--- src/logic/iox_consts.svh ---
// Purpose: constants of the eight-bit serial I/O expander
// Assumes: 40 MHz system clock, two-wire bus up to 400 kHz
// Notes: command codes, address high part and filter length are local
// Contract
// After power-on every pin is an input with its weak pull-up on.
// One direction bit per pin, written by the host, sets each pin.
// Sampled levels sit in the input register, driven ones in the latch.
// A set polarity bit makes the input register report the complement.
// Direction, polarity, output and input registers are all readable.
// Power-on reset restores register defaults and idles the bus FSM.
// The alert asserts while an input pin differs from its capture.
// The alert is active low and open drain, only ever pulled low.
// Three strap inputs form the low part of the slave address.
// The slave works at bus clock rates up to 400 kHz.
// Reading the input register recaptures pins and clears the alert.
// A command byte after the address byte selects the register.
`ifndef IOX_CONSTS_SVH
`define IOX_CONSTS_SVH

// Command byte codes
`define IOX_CMD_IN 8'h00
`define IOX_CMD_OUT 8'h01
`define IOX_CMD_POL 8'h02
`define IOX_CMD_CFG 8'h03

// Fixed upper four address bits
`define IOX_ADDR_HI 4'h4

// Reset values: all inputs, latch high, no inversion
`define IOX_RST_CFG 8'hFF
`define IOX_RST_OUT 8'hFF
`define IOX_RST_POL 8'h00

// Bit count of one byte on the bus
`define IOX_BYTE_BITS 4'h8

// Cycles after reset release before straps and pins are valid
`define IOX_INIT_CYC 2'h2

// Timing: system clock, bus spike width, derived filter cycles
`define IOX_CLK_HZ 40000000
`define IOX_SPIKE_NS 50
`define IOX_FILT_CYC ((`IOX_SPIKE_NS * (`IOX_CLK_HZ / 1000000) + 999) / 1000)

`endif

--- src/logic/iox_pkg.sv ---
// Purpose: shared types of the I/O expander
// Assumes: nothing beyond the constants header
// Notes: one-hot state codes written out
package iox_pkg;

	// Two-wire bus levels
	typedef struct packed {
		logic scl;
		logic sda;
	} iox_bus_t;

	// Host-writable register set
	typedef struct packed {
		logic [7:0] cfg;
		logic [7:0] outp;
		logic [7:0] pol;
	} iox_regs_t;

	// Serial slave states
	typedef enum logic [8:0] {
		ST_IDLE = 9'h001,
		ST_ADDR = 9'h002,
		ST_AACK = 9'h004,
		ST_CMD = 9'h008,
		ST_CACK = 9'h010,
		ST_WDATA = 9'h020,
		ST_WACK = 9'h040,
		ST_RDATA = 9'h080,
		ST_RACK = 9'h100
	} iox_state_t;

endpackage

--- src/logic/iox_port.sv ---
// Purpose: per-pin drivers of the expander port
// Assumes: cfg bit high means input
// Notes: all outputs are registered
`timescale 1ns/1ps
module iox_port #(
	parameter int unsigned PINS = 8
) (
	input wire logic clk_i, // System clock
	input wire logic rst_i, // Async reset, active high
	input wire logic [PINS-1:0] cfg_i, // Direction, 1 is input
	input wire logic [PINS-1:0] outp_i, // Output latch
	output logic [PINS-1:0] pin_o, // Pin drive level
	output logic [PINS-1:0] pin_oe_o, // Pin driven when high
	output logic [PINS-1:0] pin_pullup_o // Weak pull-up enable
);
	genvar g;

	generate
		for (g = 0; g < PINS; g++) begin : g_pin
			logic out_d;
			logic oe_d;
			logic pu_d;
			logic out_q;
			logic oe_q;
			logic pu_q;

			// Direction bit steers driver and pull-up
			always_comb begin
				out_d = outp_i[g];
				oe_d = ~cfg_i[g];
				pu_d = cfg_i[g];
			end

			// Reset leaves the pin an input with pull-up
			always_ff @(posedge clk_i or posedge rst_i) begin
				if (rst_i) begin
					out_q <= 1'b1;
					oe_q <= 1'b0;
					pu_q <= 1'b1;
				end else begin
					out_q <= out_d;
					oe_q <= oe_d;
					pu_q <= pu_d;
				end
			end

			assign pin_o[g] = out_q;
			assign pin_oe_o[g] = oe_q;
			assign pin_pullup_o[g] = pu_q;
		end
	endgenerate
endmodule // iox_port

--- src/logic/iox_sync.sv ---
// Purpose: two-stage synchroniser for asynchronous levels
// Assumes: inputs are quasi-static relative to the clock
// Notes: first stage feeds only the second
`timescale 1ns/1ps
module iox_sync #(
	parameter int unsigned WIDTH = 1
) (
	input wire logic clk_i, // System clock
	input wire logic rst_i, // Async reset, active high
	input wire logic [WIDTH-1:0] d_i, // Asynchronous input
	output logic [WIDTH-1:0] q_o // Synchronised output
);
	logic [WIDTH-1:0] meta_q;
	logic [WIDTH-1:0] sync_q;

	// Two flops; metastability settles in the first
	always_ff @(posedge clk_i or posedge rst_i) begin
		if (rst_i) begin
			meta_q <= '0;
			sync_q <= '0;
		end else begin
			meta_q <= d_i;
			sync_q <= meta_q;
		end
	end

	assign q_o = sync_q;
endmodule // iox_sync

--- src/logic/iox_top.sv ---
// Purpose: eight-bit serial I/O expander, slave on the two-wire bus
// Assumes: bus pins and straps are asynchronous to clk_i
// Notes: open-drain pins are level, enable pairs; enable low releases
`timescale 1ns/1ps
`include "iox_consts.svh"
module iox_top
	import iox_pkg::*;
#(
	parameter int unsigned FILT = `IOX_FILT_CYC
) (
	input wire logic clk_i, // System clock, 40 MHz
	input wire logic rst_i, // Power-on reset, async, active high
	input wire logic scl_i, // Bus clock from master
	input wire logic sda_i, // Bus data level
	output logic sda_o, // Bus data drive level
	output logic sda_oe_o, // Bus data pulled low when high
	input wire logic [7:0] pin_i, // Port pin levels
	output logic [7:0] pin_o, // Port drive levels
	output logic [7:0] pin_oe_o, // Port drivers on
	output logic [7:0] pin_pullup_o, // Port weak pull-ups on
	input wire logic addr_strap_bit0_i, // Address strap, bit 0
	input wire logic addr_strap_bit1_i, // Address strap, bit 1
	input wire logic addr_strap_bit2_i, // Address strap, bit 2
	output logic int_n_o, // Change alert drive level
	output logic int_n_oe_o // Change alert pulled low when high
);
	localparam int unsigned FW = (FILT < 2) ? 2 : $clog2(FILT + 1);

	// Synchronised inputs
	logic [12:0] sync_s;
	iox_bus_t raw_s;
	logic [7:0] pin_s;
	logic [2:0] strap_s;

	// Filtered bus and its previous sample
	iox_bus_t bus_d;
	iox_bus_t bus_q;
	iox_bus_t prev_q;
	logic [FW-1:0] fcnt_d;
	logic [FW-1:0] fcnt_q;

	// Bus events
	logic scl_rise;
	logic scl_fall;
	logic start_ev;
	logic stop_ev;

	// Slave state
	iox_state_t state_d;
	iox_state_t state_q;
	logic [3:0] bit_d;
	logic [3:0] bit_q;
	logic [7:0] sr_d;
	logic [7:0] sr_q;
	logic rw_d;
	logic rw_q;
	logic [7:0] ptr_d;
	logic [7:0] ptr_q;
	logic mack_d;
	logic mack_q;
	logic sda_oe_d;
	logic sda_oe_q;

	// Registers and captures
	iox_regs_t regs_d;
	iox_regs_t regs_q;
	logic [7:0] cap_d;
	logic [7:0] cap_q;
	logic [2:0] strap_d;
	logic [2:0] strap_q;
	logic [1:0] init_d;
	logic [1:0] init_q;
	logic int_oe_d;
	logic int_oe_q;

	// Helpers
	logic init_done;
	logic [7:0] rd_byte;
	logic rd_is_in;

	// Every asynchronous input passes two flops
	iox_sync #(
		.WIDTH(13)
	) u_sync (
		.clk_i(clk_i),
		.rst_i(rst_i),
		.d_i({addr_strap_bit2_i, addr_strap_bit1_i, addr_strap_bit0_i,
			pin_i, scl_i, sda_i}),
		.q_o(sync_s)
	);

	assign raw_s = sync_s[1:0];
	assign pin_s = sync_s[9:2];
	assign strap_s = sync_s[12:10];

	// Direction and latch drive the pins
	iox_port #(
		.PINS(8)
	) u_port (
		.clk_i(clk_i),
		.rst_i(rst_i),
		.cfg_i(regs_q.cfg),
		.outp_i(regs_q.outp),
		.pin_o(pin_o),
		.pin_oe_o(pin_oe_o),
		.pin_pullup_o(pin_pullup_o)
	);

	// Spike filter: a bus level change must hold FILT + 1 cycles.
	// At 40 MHz a 400 kHz bit still gives about fifty cycles a phase.
	// Held until start-up ends: cleared sync stages read as a low bus
	always_comb begin
		bus_d = bus_q;
		fcnt_d = '0;
		if (init_done && raw_s != bus_q) begin
			fcnt_d = fcnt_q + 1'b1;
			if (fcnt_q >= FW'(FILT)) begin
				bus_d = raw_s;
				fcnt_d = '0;
			end
		end
	end

	// Edges and bus conditions from filtered levels
	assign scl_rise = ~prev_q.scl & bus_q.scl;
	assign scl_fall = prev_q.scl & ~bus_q.scl;
	assign start_ev = prev_q.scl & bus_q.scl & prev_q.sda & ~bus_q.sda;
	assign stop_ev = prev_q.scl & bus_q.scl & ~prev_q.sda & bus_q.sda;
	assign init_done = (init_q == 2'h3);

	// Read mux selected by the command pointer
	always_comb begin
		rd_is_in = 1'b0;
		case (ptr_q)
			`IOX_CMD_IN: begin
				rd_byte = pin_s ^ regs_q.pol;
				rd_is_in = 1'b1;
			end
			`IOX_CMD_OUT: begin
				rd_byte = regs_q.outp;
			end
			`IOX_CMD_POL: begin
				rd_byte = regs_q.pol;
			end
			`IOX_CMD_CFG: begin
				rd_byte = regs_q.cfg;
			end
			default: begin
				rd_byte = 8'hFF;
			end
		endcase
	end

	// Slave state machine and register writes
	always_comb begin
		state_d = state_q;
		bit_d = bit_q;
		sr_d = sr_q;
		rw_d = rw_q;
		ptr_d = ptr_q;
		mack_d = mack_q;
		sda_oe_d = sda_oe_q;
		regs_d = regs_q;
		cap_d = cap_q;
		// Straps and first pin capture once the synchroniser is filled
		if (init_q == `IOX_INIT_CYC) begin
			cap_d = pin_s;
		end
		// Shift in address, command and write bytes on the rising edge
		if ((state_q == ST_ADDR || state_q == ST_CMD ||
			state_q == ST_WDATA) && scl_rise &&
			bit_q != `IOX_BYTE_BITS) begin
			sr_d = {sr_q[6:0], bus_q.sda};
			bit_d = bit_q + 4'h1;
		end
		if (!init_done) begin
			state_d = ST_IDLE;
		end else if (stop_ev) begin
			state_d = ST_IDLE;
			sda_oe_d = 1'b0;
		end else if (start_ev) begin
			// Repeated start also lands here
			state_d = ST_ADDR;
			bit_d = 4'h0;
			sda_oe_d = 1'b0;
		end else begin
			case (state_q)
				ST_IDLE: begin
					sda_oe_d = 1'b0;
				end
				ST_ADDR: begin
					if (scl_fall && bit_q == `IOX_BYTE_BITS) begin
						bit_d = 4'h0;
						if (sr_q[7:1] == {`IOX_ADDR_HI, strap_q}) begin
							rw_d = sr_q[0];
							sda_oe_d = 1'b1;
							state_d = ST_AACK;
						end else begin
							state_d = ST_IDLE;
						end
					end
				end
				ST_AACK: begin
					if (scl_fall) begin
						if (rw_q) begin
							// Byte loads while the clock is low
							sr_d = rd_byte;
							sda_oe_d = ~rd_byte[7];
							if (rd_is_in) begin
								cap_d = pin_s;
							end
							state_d = ST_RDATA;
						end else begin
							sda_oe_d = 1'b0;
							state_d = ST_CMD;
						end
					end
				end
				ST_CMD: begin
					if (scl_fall && bit_q == `IOX_BYTE_BITS) begin
						bit_d = 4'h0;
						// Unknown commands get no acknowledge
						if (sr_q <= `IOX_CMD_CFG) begin
							ptr_d = sr_q;
							sda_oe_d = 1'b1;
							state_d = ST_CACK;
						end else begin
							state_d = ST_IDLE;
						end
					end
				end
				ST_CACK, ST_WACK: begin
					if (scl_fall) begin
						sda_oe_d = 1'b0;
						state_d = ST_WDATA;
					end
				end
				ST_WDATA: begin
					if (scl_fall && bit_q == `IOX_BYTE_BITS) begin
						bit_d = 4'h0;
						sda_oe_d = 1'b1;
						state_d = ST_WACK;
						// Input register ignores writes but still acks
						case (ptr_q)
							`IOX_CMD_OUT: begin
								regs_d.outp = sr_q;
							end
							`IOX_CMD_POL: begin
								regs_d.pol = sr_q;
							end
							`IOX_CMD_CFG: begin
								regs_d.cfg = sr_q;
							end
							default: begin
								regs_d = regs_q;
							end
						endcase
					end
				end
				ST_RDATA: begin
					if (scl_rise) begin
						bit_d = bit_q + 4'h1;
					end
					if (scl_fall) begin
						if (bit_q == `IOX_BYTE_BITS) begin
							bit_d = 4'h0;
							sda_oe_d = 1'b0;
							state_d = ST_RACK;
						end else begin
							sr_d = {sr_q[6:0], 1'b0};
							sda_oe_d = ~sr_q[6];
						end
					end
				end
				ST_RACK: begin
					if (scl_rise) begin
						mack_d = ~bus_q.sda;
					end
					if (scl_fall) begin
						if (mack_q) begin
							// Master asked for more: same register again
							sr_d = rd_byte;
							sda_oe_d = ~rd_byte[7];
							if (rd_is_in) begin
								cap_d = pin_s;
							end
							state_d = ST_RDATA;
						end else begin
							state_d = ST_IDLE;
						end
					end
				end
				default: begin
					state_d = ST_IDLE;
					sda_oe_d = 1'b0;
				end
			endcase
		end
	end

	// Alert, strap capture and start-up counter
	always_comb begin
		init_d = init_done ? init_q : init_q + 2'h1;
		strap_d = (init_q == `IOX_INIT_CYC) ? strap_s : strap_q;
		// Only input pins count; outputs never raise the alert
		int_oe_d = init_done &&
			(|((pin_s ^ cap_q) & regs_q.cfg));
	end

	// Bus filter and edge history
	always_ff @(posedge clk_i or posedge rst_i) begin
		if (rst_i) begin
			bus_q <= '{scl: 1'b1, sda: 1'b1};
			prev_q <= '{scl: 1'b1, sda: 1'b1};
			fcnt_q <= '0;
		end else begin
			bus_q <= bus_d;
			prev_q <= bus_q;
			fcnt_q <= fcnt_d;
		end
	end

	// Slave and register state; reset idles the machine
	always_ff @(posedge clk_i or posedge rst_i) begin
		if (rst_i) begin
			state_q <= ST_IDLE;
			bit_q <= 4'h0;
			sr_q <= 8'h00;
			rw_q <= 1'b0;
			ptr_q <= `IOX_CMD_IN;
			mack_q <= 1'b0;
			sda_oe_q <= 1'b0;
			regs_q <= '{cfg: `IOX_RST_CFG, outp: `IOX_RST_OUT,
				pol: `IOX_RST_POL};
			cap_q <= 8'h00;
		end else begin
			state_q <= state_d;
			bit_q <= bit_d;
			sr_q <= sr_d;
			rw_q <= rw_d;
			ptr_q <= ptr_d;
			mack_q <= mack_d;
			sda_oe_q <= sda_oe_d;
			regs_q <= regs_d;
			cap_q <= cap_d;
		end
	end

	// Strap, start-up and alert flops
	always_ff @(posedge clk_i or posedge rst_i) begin
		if (rst_i) begin
			strap_q <= 3'h0;
			init_q <= 2'h0;
			int_oe_q <= 1'b0;
		end else begin
			strap_q <= strap_d;
			init_q <= init_d;
			int_oe_q <= int_oe_d;
		end
	end

	// Open-drain pins only ever pull low
	assign sda_o = 1'b0;
	assign sda_oe_o = sda_oe_q;
	assign int_n_o = 1'b0;
	assign int_n_oe_o = int_oe_q;
endmodule // iox_top

--- config.mk ---
export PLATFORM = sky130hd
export DESIGN_NAME = iox_top
export DESIGN_NICKNAME = d
export VERILOG_FILES = /design/src/logic/iox_pkg.sv /design/src/logic/iox_port.sv /design/src/logic/iox_sync.sv /design/src/logic/iox_top.sv
export VERILOG_INCLUDE_DIRS = /design/src /design/src/logic
export SDC_FILE = /design/constraint.sdc
export NUM_CORES = 1
export LEC_CHECK = 0
export BUFFER_PORTS_ARGS = -buffer_cell sky130_fd_sc_hd__buf_4
export CORE_AREA = 2 2 108 110
export DETAILED_ROUTE_END_ITERATION = 10
export DIE_AREA = 0 0 110 112
export HOLD_SLACK_MARGIN = 0.1
export PLACE_DENSITY = 0.72
export RECOVER_POWER = 25
export REMOVE_ABC_BUFFERS = 1
export SYNTH_ARGS = -nofsm -noshare
export SYNTH_HDL_FRONTEND = slang
export SYNTH_SLANG_ARGS = --single-unit
--- constraint.sdc ---
create_clock -name clk_i -period 3.9 [get_ports clk_i]
set_input_delay 0.78 -clock clk_i [delete_from_list [all_inputs] [get_ports clk_i]]
set_output_delay 0.78 -clock clk_i [all_outputs]
set_load 0.05 [all_outputs]
# --- Word level (Yosys, flattened, before mapping) ---
# Cells that the tools add are included.
classes:
  shifts: 0
  n_eq_ne: 37
  n_reduce_logical: 20
  addsub: 3
  n_lt_le_gt_ge: 2
  mul: 0
  n_mux: 65
  div_mod_pow: 0
  bitwise: 26
ops:
  columns: ["op", "count"]
  rows:
  - ["8-bit two-way mux", 21]
  - ["9-bit two-way mux", 11]
  - ["9-bit case mux with 8 select lines", 1]
  - ["4-bit two-way mux", 8]
  - ["8-bit case mux with 4 select lines", 1]
  - ["6-bit AND reduction", 5]
  - ["4-bit != test (second input constant)", 7]
  - ["5-bit != test (second input constant)", 5]
  - ["8-bit case mux with 3 select lines", 1]
  - ["4-bit by 3-bit != test with 1-bit output (second input constant)", 5]
  - ["8-bit by 2-bit == test with 1-bit output (second input constant)", 2]
  - ["1-bit inverter", 16]
  - ["8-bit case mux with 2 select lines", 1]
  - ["8-bit bitwise XOR", 2]
  - ["1-bit two-way mux", 15]
  - ["5-bit by 4-bit != test with 1-bit output (second input constant)", 3]
  - ["11-bit AND reduction", 1]
  - ["9-bit by 1-bit == test with 1-bit output (second input constant)", 1]
  - ["9-bit by 2-bit == test with 1-bit output (second input constant)", 1]
  - ["9-bit by 3-bit == test with 1-bit output (second input constant)", 1]
  - ["9-bit by 4-bit == test with 1-bit output (second input constant)", 1]
  - ["9-bit by 5-bit == test with 1-bit output (second input constant)", 1]
  - ["9-bit by 6-bit == test with 1-bit output (second input constant)", 1]
  - ["9-bit by 7-bit == test with 1-bit output (second input constant)", 1]
  - ["27 further kinds", 41]
word_totals:
  memories: 0
  in_bits: 15
  latch_bits: 0
  word_cells: 198
  mem_bits_rw: 0
  register_bits: 126
  out_inout_bits: 28
  romBits: 0

# --- Depth between registers and ports, before layout ---
depth:
  word_depth: 13
  mapped_depth: 11
  mapped_depth_nobuf: 8

# --- Cells and area by module ---
# From an unflattened synthesis, not the netlist that was laid out.
hier_totals:
  hier_cells: 521
  hier_area_um2: 5952.0
by_module_without_submodules:
  columns: ["mod", "seq_area_each_um2", "instances", "area_each_um2", "cells_each"]
  rows:
  - ["iox_top", 1928.1, 1, 4463.0, 437]
  - ["iox_port", 620.6, 1, 834.6, 57]
  - ["iox_sync", 650.6, 1, 654.4, 27]

# --- Least setup slack after synthesis ---
# No wires, ideal clock.
synth_path:
  path_kind: "reg-to-reg"
  start: "register state_q[1]"
  end: "register regs_q[16] in the netlist's numbering"
  setup_time_ns: 0.082
  required_ns: 3.818
  path_slack_ns: 1.095
  path_buffers: 2
  synth_period_minus_slack_ns: 2.805
  t_arrival_ns: 2.722
  path_stages_with_launch: 9
  cell_sequence: "dfrtp_1 buf_6 or3_4 or4_1 or4b_4 nor3_4 and4_4 buf_12 mux2_4"
synth_between:
  elab_chain_len: 2
synth_rtl:
  columns: ["element", "line_no", "source"]
  rows:
  - ["start, declared", "iox_top.sv:50", "iox_state_t state_q;"]
  - ["start signal, assigned", "iox_top.sv:337", "state_q <= state_d;"]
  - ["9-bit by 6-bit == test with 1-bit output", "iox_top.sv:187", "case (state_q)"]
  - ["6-bit AND reduction (no source line)", null, null]
  - ["end signal, assigned", "iox_top.sv:333", "regs_q <= '{cfg: `IOX_RST_CFG, outp: `IOX_RST_OUT,"]
  - ["end signal, assigned", "iox_top.sv:344", "regs_q <= regs_d;"]
  - ["end, declared", "iox_top.sv:66", "iox_regs_t regs_q;"]
# No other way between the ends.
# A chain may end at the register's enable or synchronous reset.

# --- Worst setup path after layout ---
layout_path:
  start: "register state_q[1]"
  end: "register regs_q[18] in the netlist's numbering"
# The elaborated chain is that of the path after synthesis.

==> results.txt <==
----------------------------------------------------
[Worst setup path]
  CP Class ... flip-flop to flip-flop
  Critical Path Start ... state_q[1]
  Worst Path Required ... 4.24 ns
  R2R cell count ... 6
  Destination of the critical timing path ... regs_q[18]
  Endpoint of the most critical register-to-register path ... regs_q[18]
  CP max FO ... 8
  Type of destination of the critical path ... flip-flop
  Startpoint of the lowest-slack register-to-register path ... state_q[1]
  Data arrival time of the critical path ... 3.26 ns
  Critical Path Source Type ... flip-flop
  Worst reg2reg setup slack ... 0.98 ns

[Clock network]
  Insertion delay of the later-clocked pin in the worst-skew pair ... 0.41 ns
  Number of buffers inserted by post-CTS setup repair ... 0
  Total CTS buffers ... 17
  Clk buf depth ... 2
  Number of hold buffers added after cts ... 0
  Number of cells upsized or downsized after cts ... 0
  Sink Count ... 126
  Clock tree root buffer cell ... sky130_fd_sc_hd__clkbuf_16
  Maximum level of the CTS H-tree ... 4
  Clk pin slew, worst setup/hold paths ... 0.06 ns
  CTS tree ... done

[Detailed routing]
  TritonRoute pass-1 iters ... 5
  Detailed router's first-iteration violation count ... between 300 and 400
  Number of routed nets with antenna violations ... 0
  Average via count per standard cell ... between 5 and 6
  Routed wire per std cell ... 17.8 µm
  Total number of vias ... roughly 4,000
  Total wire length after detailed routing ... 12.1 mm
  Detailed-route DRC error count ... 0

[Synth]
  Main synth FF type ... sky130_fd_sc_hd__dfrtp_1
  Mean post-synth cell area ... 11.5 µm²
  Number of flops mapped to enable cells by yosys ... 0
  Dominant cell type by area after synthesis ... sky130_fd_sc_hd__dfrtp_1
  Register bit total from synthesis ... 126
  Share of Yosys cell area claimed by the top area cell type ... 0.375
  Share of async-settable or async-resettable flops after synthesis ... 1.00
  Main area contributors after synthesis ... sky130_fd_sc_hd__dfrtp_1, sky130_fd_sc_hd__dfstp_2, sky130_fd_sc_hd__mux2_2, sky130_fd_sc_hd__buf_4, sky130_fd_sc_hd__mux2_4
  Sequential-to-total area share from yosys stat ... 0.539
  Synthesis Warnings ... 0
  Count of different cell masters after synthesis ... 77
  Gate count after technology mapping ... 515
  Area of the mapped netlist ... 0.00594 mm²

[Timing]
  Period Utilization, post-route ... 0.748
  Endpoints failing setup ... 0
  Worst slew slack as a fraction of its limit ... -0.390
  Final-report max-slew violation count ... 46
  Worst-margin pin slew ... 2.07 ns
  Hold Worst Slack ... 0.346 ns
  Worst Skew ... about 0.0058 ns
  Count of final hold-check violations ... 0
  RSZ-0062 raised after global routing ... false
  Post-layout minimum cycle time ... 2.92 ns
  Max Clk Rate ... between 300 and 400 MHz

[Power and ir drop]
  Maximum ir drop on the vdd rail ... ~0.37 mV
  Comb power frac ... 0.133
  Net switching share of the total power ... 0.284
  Internal power ... 0.00247 W
  Leak Pwr ... 2.94 nW
  Sequential power share ... 0.428
  Clock group share of total power ... 0.439
  Switching component of the power ... 0.000979 W
  Cell area power density ... about 500 mW/mm²

[Global routing]
  Total global routing track utilization ... 0.221
  GRT overflow ... 0
  Number of global-route vias before repair ... around 4,000
  Number of antenna violations at the first check in global routing ... 0
  First-pass GRT wire length ... 20.8 mm
  Pin count of the biggest net entering global routing ... 82

[Floorplanning]
  Top Ports ... 43
  DIE WIDTH ... 110 µm
  Effective utilization at floorplan ... 0.532
  Number of cell rows ... 39
  Floorplan Core Area ... 0.0112 mm²
  Overall die height ... 112 µm
  Die area ... 0.0123 mm²

[Cells and area]
  Core utilization of the finished layout ... 0.602
  Total number of nets in the final design ... 546
  Layout fillers ... 869
  Fraction of final layout cells with drive strength greater than 1 ... 0.287
  ANT cells ... 0
  Layout-stage area growth over the synthesis result ... 13.2%

[Place]
  Hpwl dp ... 8.16 mm
  # port buffers ... 40
  Routability cong. ... 0.860

[Hold path]
  Classification of the worst-slack hold path ... flip-flop to flip-flop
  Worst hold path cell count ... 0

[Outcome]
  Violated checks ... max-capacitance violations, max-slew violations
  Run status ... finished, violations left

[Job]
  Max-cap violation count ... 1

----------------------------------------------------
## routing by layer
| layer | GRT usage | up-vias | wire [µm] |
|---|---|---|---|
| li1 | - | 1859 | - |
| met1 | 0.314 | 1977 | 5370 |
| met2 | 0.327 | 165 | 5760 |
| met3 | 0.0580 | 20 | 791 |
| met4 | 0.0776 | 0 | 212 |
| met5 | 0 | - | 0 |
## critical path: stages (launching register included)
cell,delay [ns]
sky130_fd_sc_hd__dfrtp_1,0.46
sky130_fd_sc_hd__or3_4,0.41
sky130_fd_sc_hd__or4_1,0.43
sky130_fd_sc_hd__or4b_4,0.52
sky130_fd_sc_hd__nor3_4,0.31
sky130_fd_sc_hd__and4_4,0.39
sky130_fd_sc_hd__mux2_4,0.32
## cell families (layout without fill, tap and decap cells)
family / count (synthesis) / in the layout / share of synthesized area
adder cells (fa/ha/maj): 4 / 4 / 0.00843
buffers and inverters: 74 / 98 / 0.0680
other: 1 / 2 / 0.000631
multiplexers: 50 / 50 / 0.0999
AO/OA/AOI/OAI: 105 / 105 / 0.122
flip-flops: 126 / 126 / 0.539
AND/OR/NAND/NOR: 136 / 136 / 0.134
XOR/XNOR: 19 / 19 / 0.0280
## how the worst min path moves through the flow
| stage | end | startpoint | slack (ns) |
|---|---|---|---|
| 6_report | u_sync.q_o[10] | u_sync.meta_q[10] | 0.35 |
| 5_1_grt | u_sync.q_o[2] | u_sync.meta_q[2] | 0.35 |
| 2_1_floorplan | u_sync.q_o[0] | u_sync.meta_q[0] | 0.33 |
| 3_3_place_gp | u_sync.q_o[0] | u_sync.meta_q[0] | 0.33 |
| 4_1_cts | u_sync.q_o[10] | u_sync.meta_q[10] | 0.35 |
| 3_5_place_dp | u_sync.q_o[10] | u_sync.meta_q[10] | 0.33 |
## synthesized netlist by cell type, drive strengths merged, types with 7 or more instances
cell type / count
nor2b: 17
nand2: 20
mux2: 40
dfstp: 37
xnor2: 10
a21oi: 22
a31oi: 7
nor3: 18
mux2i: 9
dfrtp: 89
inv: 20
clkbuf: 22
nor2: 25
nand3: 12
xor2: 9
buf: 32
o21ai: 19
## layout by cell type (no fill, tap or decap), drive strengths merged, types with 3 or more instances in the layout
| cell type | instances |
|---|---|
| and3 | 4 |
| o21ai | 19 |
| nand3 | 12 |
| dfstp | 37 |
| buf | 32 |
| nand4 | 3 |
| clkinvlp | 4 |
| xnor2 | 10 |
| dfrtp | 89 |
| mux2i | 9 |
| o31ai | 3 |
| a21oi | 22 |
| o211ai | 6 |
| nor4 | 6 |
| nand2 | 20 |
| a31oi | 7 |
| nor2 | 25 |
| a211oi | 5 |
| or4 | 6 |
| nand3b | 3 |
| a2111oi | 4 |
| clkinv | 4 |
| a22oi | 3 |
| xor2 | 9 |
| mux2 | 40 |
| ha | 4 |
| nor2b | 17 |
| nor3 | 18 |
| clkbuf | 32 |
| a2bb2oi | 3 |
| inv | 25 |
| nand2b | 5 |
| a31o | 3 |
| o22ai | 5 |
| nor3b | 6 |
## stage by stage
stage	cell area [µm²]	instances	setup slack, ns	total power [W]	TNS [ns]
4_1_cts	6730	683	0.994	0.00347	0
6_report	6730	683	0.984	0.00345	0
3_3_place_gp	6150	651	1.06	0.00194	0
3_5_place_dp	6150	651	0.995	0.00196	0
2_1_floorplan	5610	462	-0.175	0.00181	-15.55
5_1_grt	6730	683	0.748	0.00361	0
## area by class of cell
| class | instances | area, µm² | share of cell area |
|---|---|---|---|
| tap | 143 | 179 | 0.0266 |
| multi-input combinational | 316 | 2340 | 0.348 |
| inverter | 20 | 76.3 | 0.0113 |
| clock buffer | 18 | 439 | 0.0653 |
| clock inverter | 14 | 134 | 0.0199 |
| timing repair buffer | 46 | 358 | 0.0532 |
| sequential | 126 | 3200 | 0.476 |
## registers in the layout, summed over array words and instances, names as in the netlist, 3 cells and up
name                cells
ptr_q                   8
state_q                 9
bit_q                   4
sr_q                    8
u_sync.q_o             13
cap_q                   8
u_port.g_pin.pu_q       8
u_sync.meta_q          13
u_port.g_pin.out_q      8
u_port.g_pin.oe_q       8
strap_q                 3
regs_q                 24
## power groups by stage
stage	clock network [W]	registers [W]	logic, W
global route	0.00161	0.00149	0.000508
floorplan	0	0.00148	0.000329
finish	0.00151	0.00148	0.000458
global placement	0	0.00150	0.000445
detailed placement	0	0.00150	0.000453
CTS	0.00154	0.00148	0.000455
Note: power is estimated with default switching activity, not from simulation.
